File: config.mk
export PLATFORM = sky130hd
export DESIGN_NAME = opd_decoder
export DESIGN_NICKNAME = d
export VERILOG_FILES = /design/src/opd_pkg.sv /design/src/opd_decoder.sv /design/src/opd_row_col.sv /design/src/opd_table.sv
export SDC_FILE = /design/constraint.sdc
export NUM_CORES = 1
export LEC_CHECK = 0
export BUFFER_PORTS_ARGS = -buffer_cell sky130_fd_sc_hd__buf_2
export CAP_MARGIN = 10
export CORE_UTILIZATION = 38
export CTS_CLUSTER_DIAMETER = 120
export DETAILED_ROUTE_END_ITERATION = 8
export PLACE_DENSITY = 0.64
export SLEW_MARGIN = 20
export SYNTH_ARGS = -nofsm -noshare
export SYNTH_HDL_FRONTEND = slang
export SYNTH_SLANG_ARGS = --single-unit
File: constraint.sdc
create_clock -name clock -period 1.9 [get_ports clock]
set_input_delay 0.19 -clock clock [delete_from_list [all_inputs] [get_ports clock]]
set_output_delay 0.19 -clock clock [all_outputs]
set_load 0.02 [all_outputs]
File: src/opd_pkg.sv
// Constants and types shared by the operation-code decoder files
// Function
// - 0xAA copies accumulator into X
// - 0xA8 copies accumulator into Y
// - 0xBA copies stack pointer into X
// - 0x8A copies X into accumulator
// - 0x9A loads stack pointer from X
// - 0x98 copies Y into accumulator
// - 0xDA pushes X, 0x5A pushes Y
// - 0xFA pulls X, 0x7A pulls Y
// - 0x64/74/9C/9E store a zero byte
// - 0x14/1C test and clear memory bits
// - 0x04/0C test and set memory bits
// - 0x78 sets interrupt disable flag
// - Rotate left codes 2A/26/36/2E/3E
// - Rotate right codes 6A/66/76/6E/7E
// - Subtract with borrow on its nine codes
// - Store accumulator codes, 0x92 zero-page indirect
// - Store X at 86/96/8E
// - Store Y at 84/94/8C
package opd_pkg;

    // ==========================================
    // Operations
    typedef enum logic [7:0] {
        OPD_OP_NOP = 8'h00,
        OPD_OP_COPY_ACC_TO_X = 8'h01,
        OPD_OP_COPY_ACC_TO_Y = 8'h02,
        OPD_OP_COPY_SP_TO_X = 8'h03,
        OPD_OP_COPY_X_TO_ACC = 8'h04,
        OPD_OP_COPY_X_TO_SP = 8'h05,
        OPD_OP_COPY_Y_TO_ACC = 8'h06,
        OPD_OP_PUSH_X_INDEX = 8'h07,
        OPD_OP_PUSH_Y_INDEX = 8'h08,
        OPD_OP_PULL_X_INDEX = 8'h09,
        OPD_OP_PULL_Y_INDEX = 8'h0a,
        OPD_OP_STORE_ZERO = 8'h0b,
        OPD_OP_TEST_AND_CLEAR_BITS = 8'h0c,
        OPD_OP_TEST_AND_SET_BITS = 8'h0d,
        OPD_OP_SET_IRQ_DISABLE = 8'h0e,
        OPD_OP_ROTATE_LEFT = 8'h0f,
        OPD_OP_ROTATE_RIGHT = 8'h10,
        OPD_OP_SUBTRACT_WITH_BORROW = 8'h11,
        OPD_OP_STORE_ACCUMULATOR = 8'h12,
        OPD_OP_STORE_X_INDEX = 8'h13,
        OPD_OP_STORE_Y_INDEX = 8'h14,
        OPD_OP_HALT_UNTIL_IRQ = 8'h15,
        OPD_OP_STOP_UNTIL_RESET = 8'h16,
        OPD_OP_OTHER = 8'h17
    } opd_op_type;

    // ==========================================
    // Addressing modes
    typedef enum logic [3:0] {
        OPD_AM_IMPLIED = 4'h0,
        OPD_AM_ACCUM = 4'h1,
        OPD_AM_STACK = 4'h2,
        OPD_AM_ZP = 4'h3,
        OPD_AM_ZP_X = 4'h4,
        OPD_AM_ZP_Y = 4'h5,
        OPD_AM_ABS = 4'h6,
        OPD_AM_ABS_X = 4'h7,
        OPD_AM_ABS_Y = 4'h8,
        OPD_AM_ZP_IND = 4'h9,
        OPD_AM_ZP_X_IND = 4'ha,
        OPD_AM_ZP_IND_Y = 4'hb,
        OPD_AM_OTHER = 4'hc
    } opd_mode_type;

    // Decoder handshake states
    typedef enum logic [2:0] {
        OPD_ST_RUN = 3'b001,
        OPD_ST_HALT = 3'b010,
        OPD_ST_STOP = 3'b100
    } opd_state_type;

    localparam logic [7:0] OPD_RESET_OPCODE = 8'hea;
    localparam int OPD_NIBBLE_W = 4;
endpackage

File: src/opd_decoder.sv
// Operation-code decoder: registers a fetched code and emits its operation
`timescale 1ns/1ps
module opd_decoder (
    // Clock and reset
    input wire logic clock,
    input wire logic rst_n,
    // Fetch side
    input wire logic fetch_valid,
    input wire logic [7:0] opcode,
    input wire logic irq_pending,
    // Decoded outputs
    output logic dec_valid,
    output opd_pkg::opd_op_type dec_op,
    output opd_pkg::opd_mode_type dec_mode,
    output logic [3:0] dec_row,
    output logic [3:0] dec_col,
    output logic halted,
    output logic stopped
);
    typedef struct packed {
        logic valid;
        opd_pkg::opd_op_type op;
        opd_pkg::opd_mode_type mode;
        logic [3:0] row;
        logic [3:0] col;
        opd_pkg::opd_state_type st;
    } opd_state_struct_type;

    opd_state_struct_type s_q;
    opd_state_struct_type s_d;
    logic [3:0] row_w;
    logic [3:0] col_w;
    opd_pkg::opd_op_type op_w;
    opd_pkg::opd_mode_type mode_w;

    // Row and column split
    opd_row_col u_split (
        .opcode(opcode),
        .row(row_w),
        .col(col_w)
    );

    // Matrix lookup
    opd_table u_table (
        .row(row_w),
        .col(col_w),
        .op(op_w),
        .mode(mode_w)
    );

    // Next state
    always_comb begin
        s_d = s_q;
        s_d.valid = 1'b0;
        case (s_q.st)
            opd_pkg::OPD_ST_RUN: begin
                if (fetch_valid) begin
                    s_d.valid = 1'b1;
                    s_d.op = op_w;
                    s_d.mode = mode_w;
                    s_d.row = row_w;
                    s_d.col = col_w;
                    if (op_w == opd_pkg::OPD_OP_HALT_UNTIL_IRQ) begin
                        s_d.st = opd_pkg::OPD_ST_HALT;
                    end else if (op_w == opd_pkg::OPD_OP_STOP_UNTIL_RESET) begin
                        s_d.st = opd_pkg::OPD_ST_STOP;
                    end
                end
            end
            opd_pkg::OPD_ST_HALT: begin
                if (irq_pending) begin
                    s_d.st = opd_pkg::OPD_ST_RUN;
                end
            end
            opd_pkg::OPD_ST_STOP: s_d.st = opd_pkg::OPD_ST_STOP;
            default: s_d.st = opd_pkg::OPD_ST_RUN;
        endcase
    end

    // State register
    always_ff @(posedge clock or negedge rst_n) begin
        if (!rst_n) begin
            s_q.valid <= 1'b0;
            s_q.op <= opd_pkg::OPD_OP_NOP;
            s_q.mode <= opd_pkg::OPD_AM_IMPLIED;
            s_q.row <= 4'h0;
            s_q.col <= 4'h0;
            s_q.st <= opd_pkg::OPD_ST_RUN;
        end else begin
            s_q <= s_d;
        end
    end

    // Outputs straight from flops
    assign dec_valid = s_q.valid;
    assign dec_op = s_q.op;
    assign dec_mode = s_q.mode;
    assign dec_row = s_q.row;
    assign dec_col = s_q.col;
    assign halted = s_q.st[1]; // One-hot bit of the halt state
    assign stopped = s_q.st[2]; // One-hot bit of the stop state
endmodule

File: src/opd_row_col.sv
// Splits an operation code into matrix row and column
`timescale 1ns/1ps
module opd_row_col (
    // Operation code
    input wire logic [7:0] opcode,
    // Matrix position
    output logic [opd_pkg::OPD_NIBBLE_W-1:0] row,
    output logic [opd_pkg::OPD_NIBBLE_W-1:0] col
);
    // High nibble row, low nibble column
    assign row = opcode[7:4];
    assign col = opcode[3:0];
endmodule

File: src/opd_table.sv
// Combinational lookup of operation and addressing mode by row and column
`timescale 1ns/1ps
module opd_table (
    // Matrix position
    input wire logic [3:0] row,
    input wire logic [3:0] col,
    // Decoded result
    output opd_pkg::opd_op_type op,
    output opd_pkg::opd_mode_type mode
);
    // Per-code lookup of operation, then mode by column
    always_comb begin
        op = opd_pkg::OPD_OP_NOP;
        mode = opd_pkg::OPD_AM_IMPLIED;
        case ({row, col})
            8'haa: op = opd_pkg::OPD_OP_COPY_ACC_TO_X;
            8'ha8: op = opd_pkg::OPD_OP_COPY_ACC_TO_Y;
            8'hba: op = opd_pkg::OPD_OP_COPY_SP_TO_X;
            8'h8a: op = opd_pkg::OPD_OP_COPY_X_TO_ACC;
            8'h9a: op = opd_pkg::OPD_OP_COPY_X_TO_SP;
            8'h98: op = opd_pkg::OPD_OP_COPY_Y_TO_ACC;
            8'h78: op = opd_pkg::OPD_OP_SET_IRQ_DISABLE;
            8'hcb: op = opd_pkg::OPD_OP_HALT_UNTIL_IRQ;
            8'hdb: op = opd_pkg::OPD_OP_STOP_UNTIL_RESET;
            8'hda: begin
                op = opd_pkg::OPD_OP_PUSH_X_INDEX;
                mode = opd_pkg::OPD_AM_STACK;
            end
            8'h5a: begin
                op = opd_pkg::OPD_OP_PUSH_Y_INDEX;
                mode = opd_pkg::OPD_AM_STACK;
            end
            8'hfa: begin
                op = opd_pkg::OPD_OP_PULL_X_INDEX;
                mode = opd_pkg::OPD_AM_STACK;
            end
            8'h7a: begin
                op = opd_pkg::OPD_OP_PULL_Y_INDEX;
                mode = opd_pkg::OPD_AM_STACK;
            end
            8'h64, 8'h74, 8'h9c, 8'h9e: op = opd_pkg::OPD_OP_STORE_ZERO;
            8'h14, 8'h1c: op = opd_pkg::OPD_OP_TEST_AND_CLEAR_BITS;
            8'h04, 8'h0c: op = opd_pkg::OPD_OP_TEST_AND_SET_BITS;
            8'h2a, 8'h26, 8'h36, 8'h2e, 8'h3e: op = opd_pkg::OPD_OP_ROTATE_LEFT;
            8'h6a, 8'h66, 8'h76, 8'h6e, 8'h7e: op = opd_pkg::OPD_OP_ROTATE_RIGHT;
            8'he1, 8'he5, 8'he9, 8'hed, 8'hf1, 8'hf2, 8'hf5, 8'hf9, 8'hfd:
                op = opd_pkg::OPD_OP_SUBTRACT_WITH_BORROW;
            8'h81, 8'h85, 8'h8d, 8'h91, 8'h92, 8'h95, 8'h99, 8'h9d:
                op = opd_pkg::OPD_OP_STORE_ACCUMULATOR;
            8'h86, 8'h96, 8'h8e: op = opd_pkg::OPD_OP_STORE_X_INDEX;
            8'h84, 8'h94, 8'h8c: op = opd_pkg::OPD_OP_STORE_Y_INDEX;
            default: op = opd_pkg::OPD_OP_NOP;
        endcase
        // Mode by column pattern for memory operations
        if (op != opd_pkg::OPD_OP_NOP && mode != opd_pkg::OPD_AM_STACK) begin
            case (col)
                4'h1: mode = row[0] ? opd_pkg::OPD_AM_ZP_IND_Y : opd_pkg::OPD_AM_ZP_X_IND;
                4'h2: mode = opd_pkg::OPD_AM_ZP_IND;
                // Test-and-clear sits in an odd row but is never indexed
                4'h4, 4'h5: begin
                    mode = (row[0] && op != opd_pkg::OPD_OP_TEST_AND_CLEAR_BITS) ?
                        opd_pkg::OPD_AM_ZP_X : opd_pkg::OPD_AM_ZP;
                end
                4'h6: begin
                    if (row[0]) begin
                        mode = (op == opd_pkg::OPD_OP_STORE_X_INDEX) ?
                            opd_pkg::OPD_AM_ZP_Y : opd_pkg::OPD_AM_ZP_X;
                    end else begin
                        mode = opd_pkg::OPD_AM_ZP;
                    end
                end
                4'h9: mode = row[0] ? opd_pkg::OPD_AM_ABS_Y : opd_pkg::OPD_AM_IMPLIED;
                4'ha: mode = (op == opd_pkg::OPD_OP_ROTATE_LEFT ||
                    op == opd_pkg::OPD_OP_ROTATE_RIGHT) ?
                    opd_pkg::OPD_AM_ACCUM : opd_pkg::OPD_AM_IMPLIED;
                4'hc, 4'hd: begin
                    mode = (row[0] && op != opd_pkg::OPD_OP_TEST_AND_CLEAR_BITS) ?
                        opd_pkg::OPD_AM_ABS_X : opd_pkg::OPD_AM_ABS;
                end
                4'he: mode = row[0] ? opd_pkg::OPD_AM_ABS_X : opd_pkg::OPD_AM_ABS;
                default: mode = opd_pkg::OPD_AM_IMPLIED;
            endcase
            // Store zero at 0x9c is absolute, not indexed
            if (row == 4'h9 && col == 4'hc) begin
                mode = opd_pkg::OPD_AM_ABS;
            end
        end
        if (row == 4'he && col == 4'h9) begin
            mode = opd_pkg::OPD_AM_OTHER; // Immediate operand
        end
    end
endmodule
==> impl_results.md <==
* Top FF cell, synth: dfrtp_1
* Hold path startpoint: fetch_valid
* Buffers on Ports at 31
* Fin. max-slew vios at 0
* Number of cells on the worst reg-to-reg path at 7
* NetSw at 353.4 uW
* Largest net degree at the start of global routing at 22
* Most instantiated library cell after synthesis: nand2_1
* Reg-to-Reg End: dec_op[2]
* Max Freq at ~0.57 GHz
* Placed Cells at 319
* DIE HEIGHT at around 70 um
* Top cells by area, synth: dfrtp_1, buf_4, nand2_1, nor2_1, o21ai_0
* CP startpoint kind: input pin
* Worst-path clk slew at 70 ps
* Maximum capacitance violations at 0
* Fill cells at 440
* RD Place Congestion at 0.9275
* Number of global-route vias before repair at about 1600
* R2R setup slack at about 270 ps
* DR WL/cell at between 10 and 15 um
* Initial antenna violation count at 0
* Maximum vdd drop at about 0.20 mV
* DRC at 0
* GR Overflow Total at 0
* Skew final at between 1 and 1.5 ps
* Clk root buf: clkbuf_8
* Clock latency on the worst-skew pair at approximately 250 ps
* PwrDens at ~520 nW/um^2
* Clk buf depth at 2
* Required @ worst endpoint at a little over 2000 ps
* Critical path arrival at 1890 ps
* Crit Path Max Fanout at 5
* Worst r2r src: s_q[0]
* CTS Buf Count at 3
* Worst hold slack at between 200 and 250 ps
* Drt total wl at 4.291 mm
* Post-DRT Antenna Nets at 0
* Total GRT Usage at 0.1888
* Final hold violation count at 0
* Crit path setup slack, layout at about 150 ps
* Hold Crit Depth at 4
* Cell taking the most area after synthesis: dfrtp_1
* Non-Filler Instances at 324
* Cell variety after synth at 55
* Placed cell areas at between 2000 and 2500 sq um
* Switching Share at 0.3117
* Combinational power share at 0.318
* Post-synth top area share at 0.2867
* Die Footprint at just under 5000 sq um
* Reg power frac at 0.436
* 1st-iter DRT viols at 130
* Seq/Total Area, Yosys at 0.3018
* Crit. End Element: flip-flop
* Core Region at 4384 sq um
* Core Util, Final at 0.4949
* Clock power frac at 0.246
* Mean Syn Cell Area at between 7 and 8 sq um
* Hold/Removal Path Class: input pin to flip-flop
* Via-to-Cell Ratio at approximately 5.1
* Asr flop ratio synth at 1.000
* Final setup fails at 0
* DR pass1 iterations at 4
* Unrepaired setup endpoints after global routing: false
* Ys Warns at 0
* Finished Cell Area at roughly 2200 sq um
* Antenna Diode Count at 0
* CTS sink count at 21
* Final #Nets at 285
* Post-DP HPWL at 3.587 mm
* Power Internal at 780.4 uW
* TritonCTS clock tree: built
* Critical path type: input pin to flip-flop
* H-tree Lvls at 1
* Area Growth Syn to Fin at 24.30%
* Die W at approximately 70 um
* I/O pin count at 35
* EDFF count, synth at 0
* #FFs+latches synth at 21
* Syn Inst Count at between 200 and 250
* Post-CTS Repair Setup Buffers at 0
* First-pass GRT wire length at between 7 and 8 mm
* Commonest cells post-synth: nand2_1, buf_4, dfrtp_1, nor2_1, o21ai_0
* Status: completed
* Initial Utilization at 0.3981
* Hold EP: s_q[0]
* Final worst-path cycle share at 0.9204
* Clock period minus worst slack at approximately 1700 ps
* Leakage at approximately 1.1 nW
* Netlist Area Pre-Place at about 1700 sq um
* # rows at 24
* Via count at roughly 1700
* Place WS at -102.4 ps
* Share of layout cells above drive strength 1 at 0.3640
-- what timing repair did --
action / 4_1_cts / 5_1_grt
endpoints found under the hold margin: 20 / 0
resized for setup: 0 / 2
setup endpoints to repair: 0 / 1
hold buffers: 1 / 0
-- critical path: stages --
cell and delay [ps]:
buf_2 130, nor2b_4 140, o2111ai_4 230, o311ai_4 150, a2111oi_1 340, and3_1 240
mux2_4 310, and3_1 160
-- final cells by class --
type	count	area [sq um]	area share
inverters	3	11.26	0.005190
clock buffers	4	45.04	0.02076
multi-input cells	162	980.9	0.4521
repair buffers	82	540.5	0.2491
well taps	52	65.06	0.02999
flip-flops and latches	21	526.8	0.2428
-- metal layers --
layer / global-route usage / wire length, um / vias to the layer above
met3: 0.01163 / 205 / 2
met2: 0.3056 / 2025 / 51
met4: 0.04667 / 21 / 0
met5: 0 / 0 / -
li1: - / - / 853
met1: 0.2739 / 2040 / 754
-- flip-flops by register name, indices dropped and copies added, names as in the netlist --
name and flops:
dec_col 4, dec_mode 4, dec_op 5, dec_row 4, dec_valid 1, halted 1
s_q 1, stopped 1
-- power by group through the flow --
stage / clock network, mW / registers (mW) / logic, mW
final: 0.279 / 0.494 / 0.360
after global routing: 0.312 / 0.499 / 0.394
after CTS: 0.288 / 0.495 / 0.361
after detailed placement: 0 / 0.504 / 0.358
after global placement: 0 / 0.503 / 0.357
after floorplan: 0 / 0.502 / 0.258
-- through the flow --
step                      total power [mW]  setup TNS, ps
after floorplan                     0.7598              0
after global placement              0.8592         -157.4
after detailed placement            0.8625         -182.6
after CTS                            1.144              0
after global routing                 1.206              0
final                                1.134              0
-- layout by cell type (no fill, tap or decap), types with 4 or more instances in the layout --
cell type   n
a21oi_1     6
nand4_1     7
nor2_1     20
nor4_1      4
nand2_1    35
nand3_1     4
buf_2      31
nand2b_1    6
o21ai_0    13
a31oi_1     7
dfrtp_1    20
buf_4      50
nor2b_1    10
o21ai_1     4
-- how the worst max path moves through the flow --
stage	start	to	slack, ps	cells after the start
detailed placement	opcode[3]	stopped	-100	8
finish	opcode[3]	stopped	150	8
global placement	opcode[0]	dec_mode[0]	-90	10
global route	opcode[0]	dec_mode[0]	70	10
CTS	s_q[0]	dec_mode[0]	170	8
floorplan	opcode[3]	stopped	40	8
-- kinds of logic after synthesis --
family,Yosys count,synth area share
mux,1,0.008600
buf+inv,38,0.1419
xor+xnor,3,0.01506
simple gates,109,0.3391
other cells,1,0.002148
flops,21,0.3018
compound gates,46,0.1914
No activity file was read; power rests on OpenSTA's default activity.
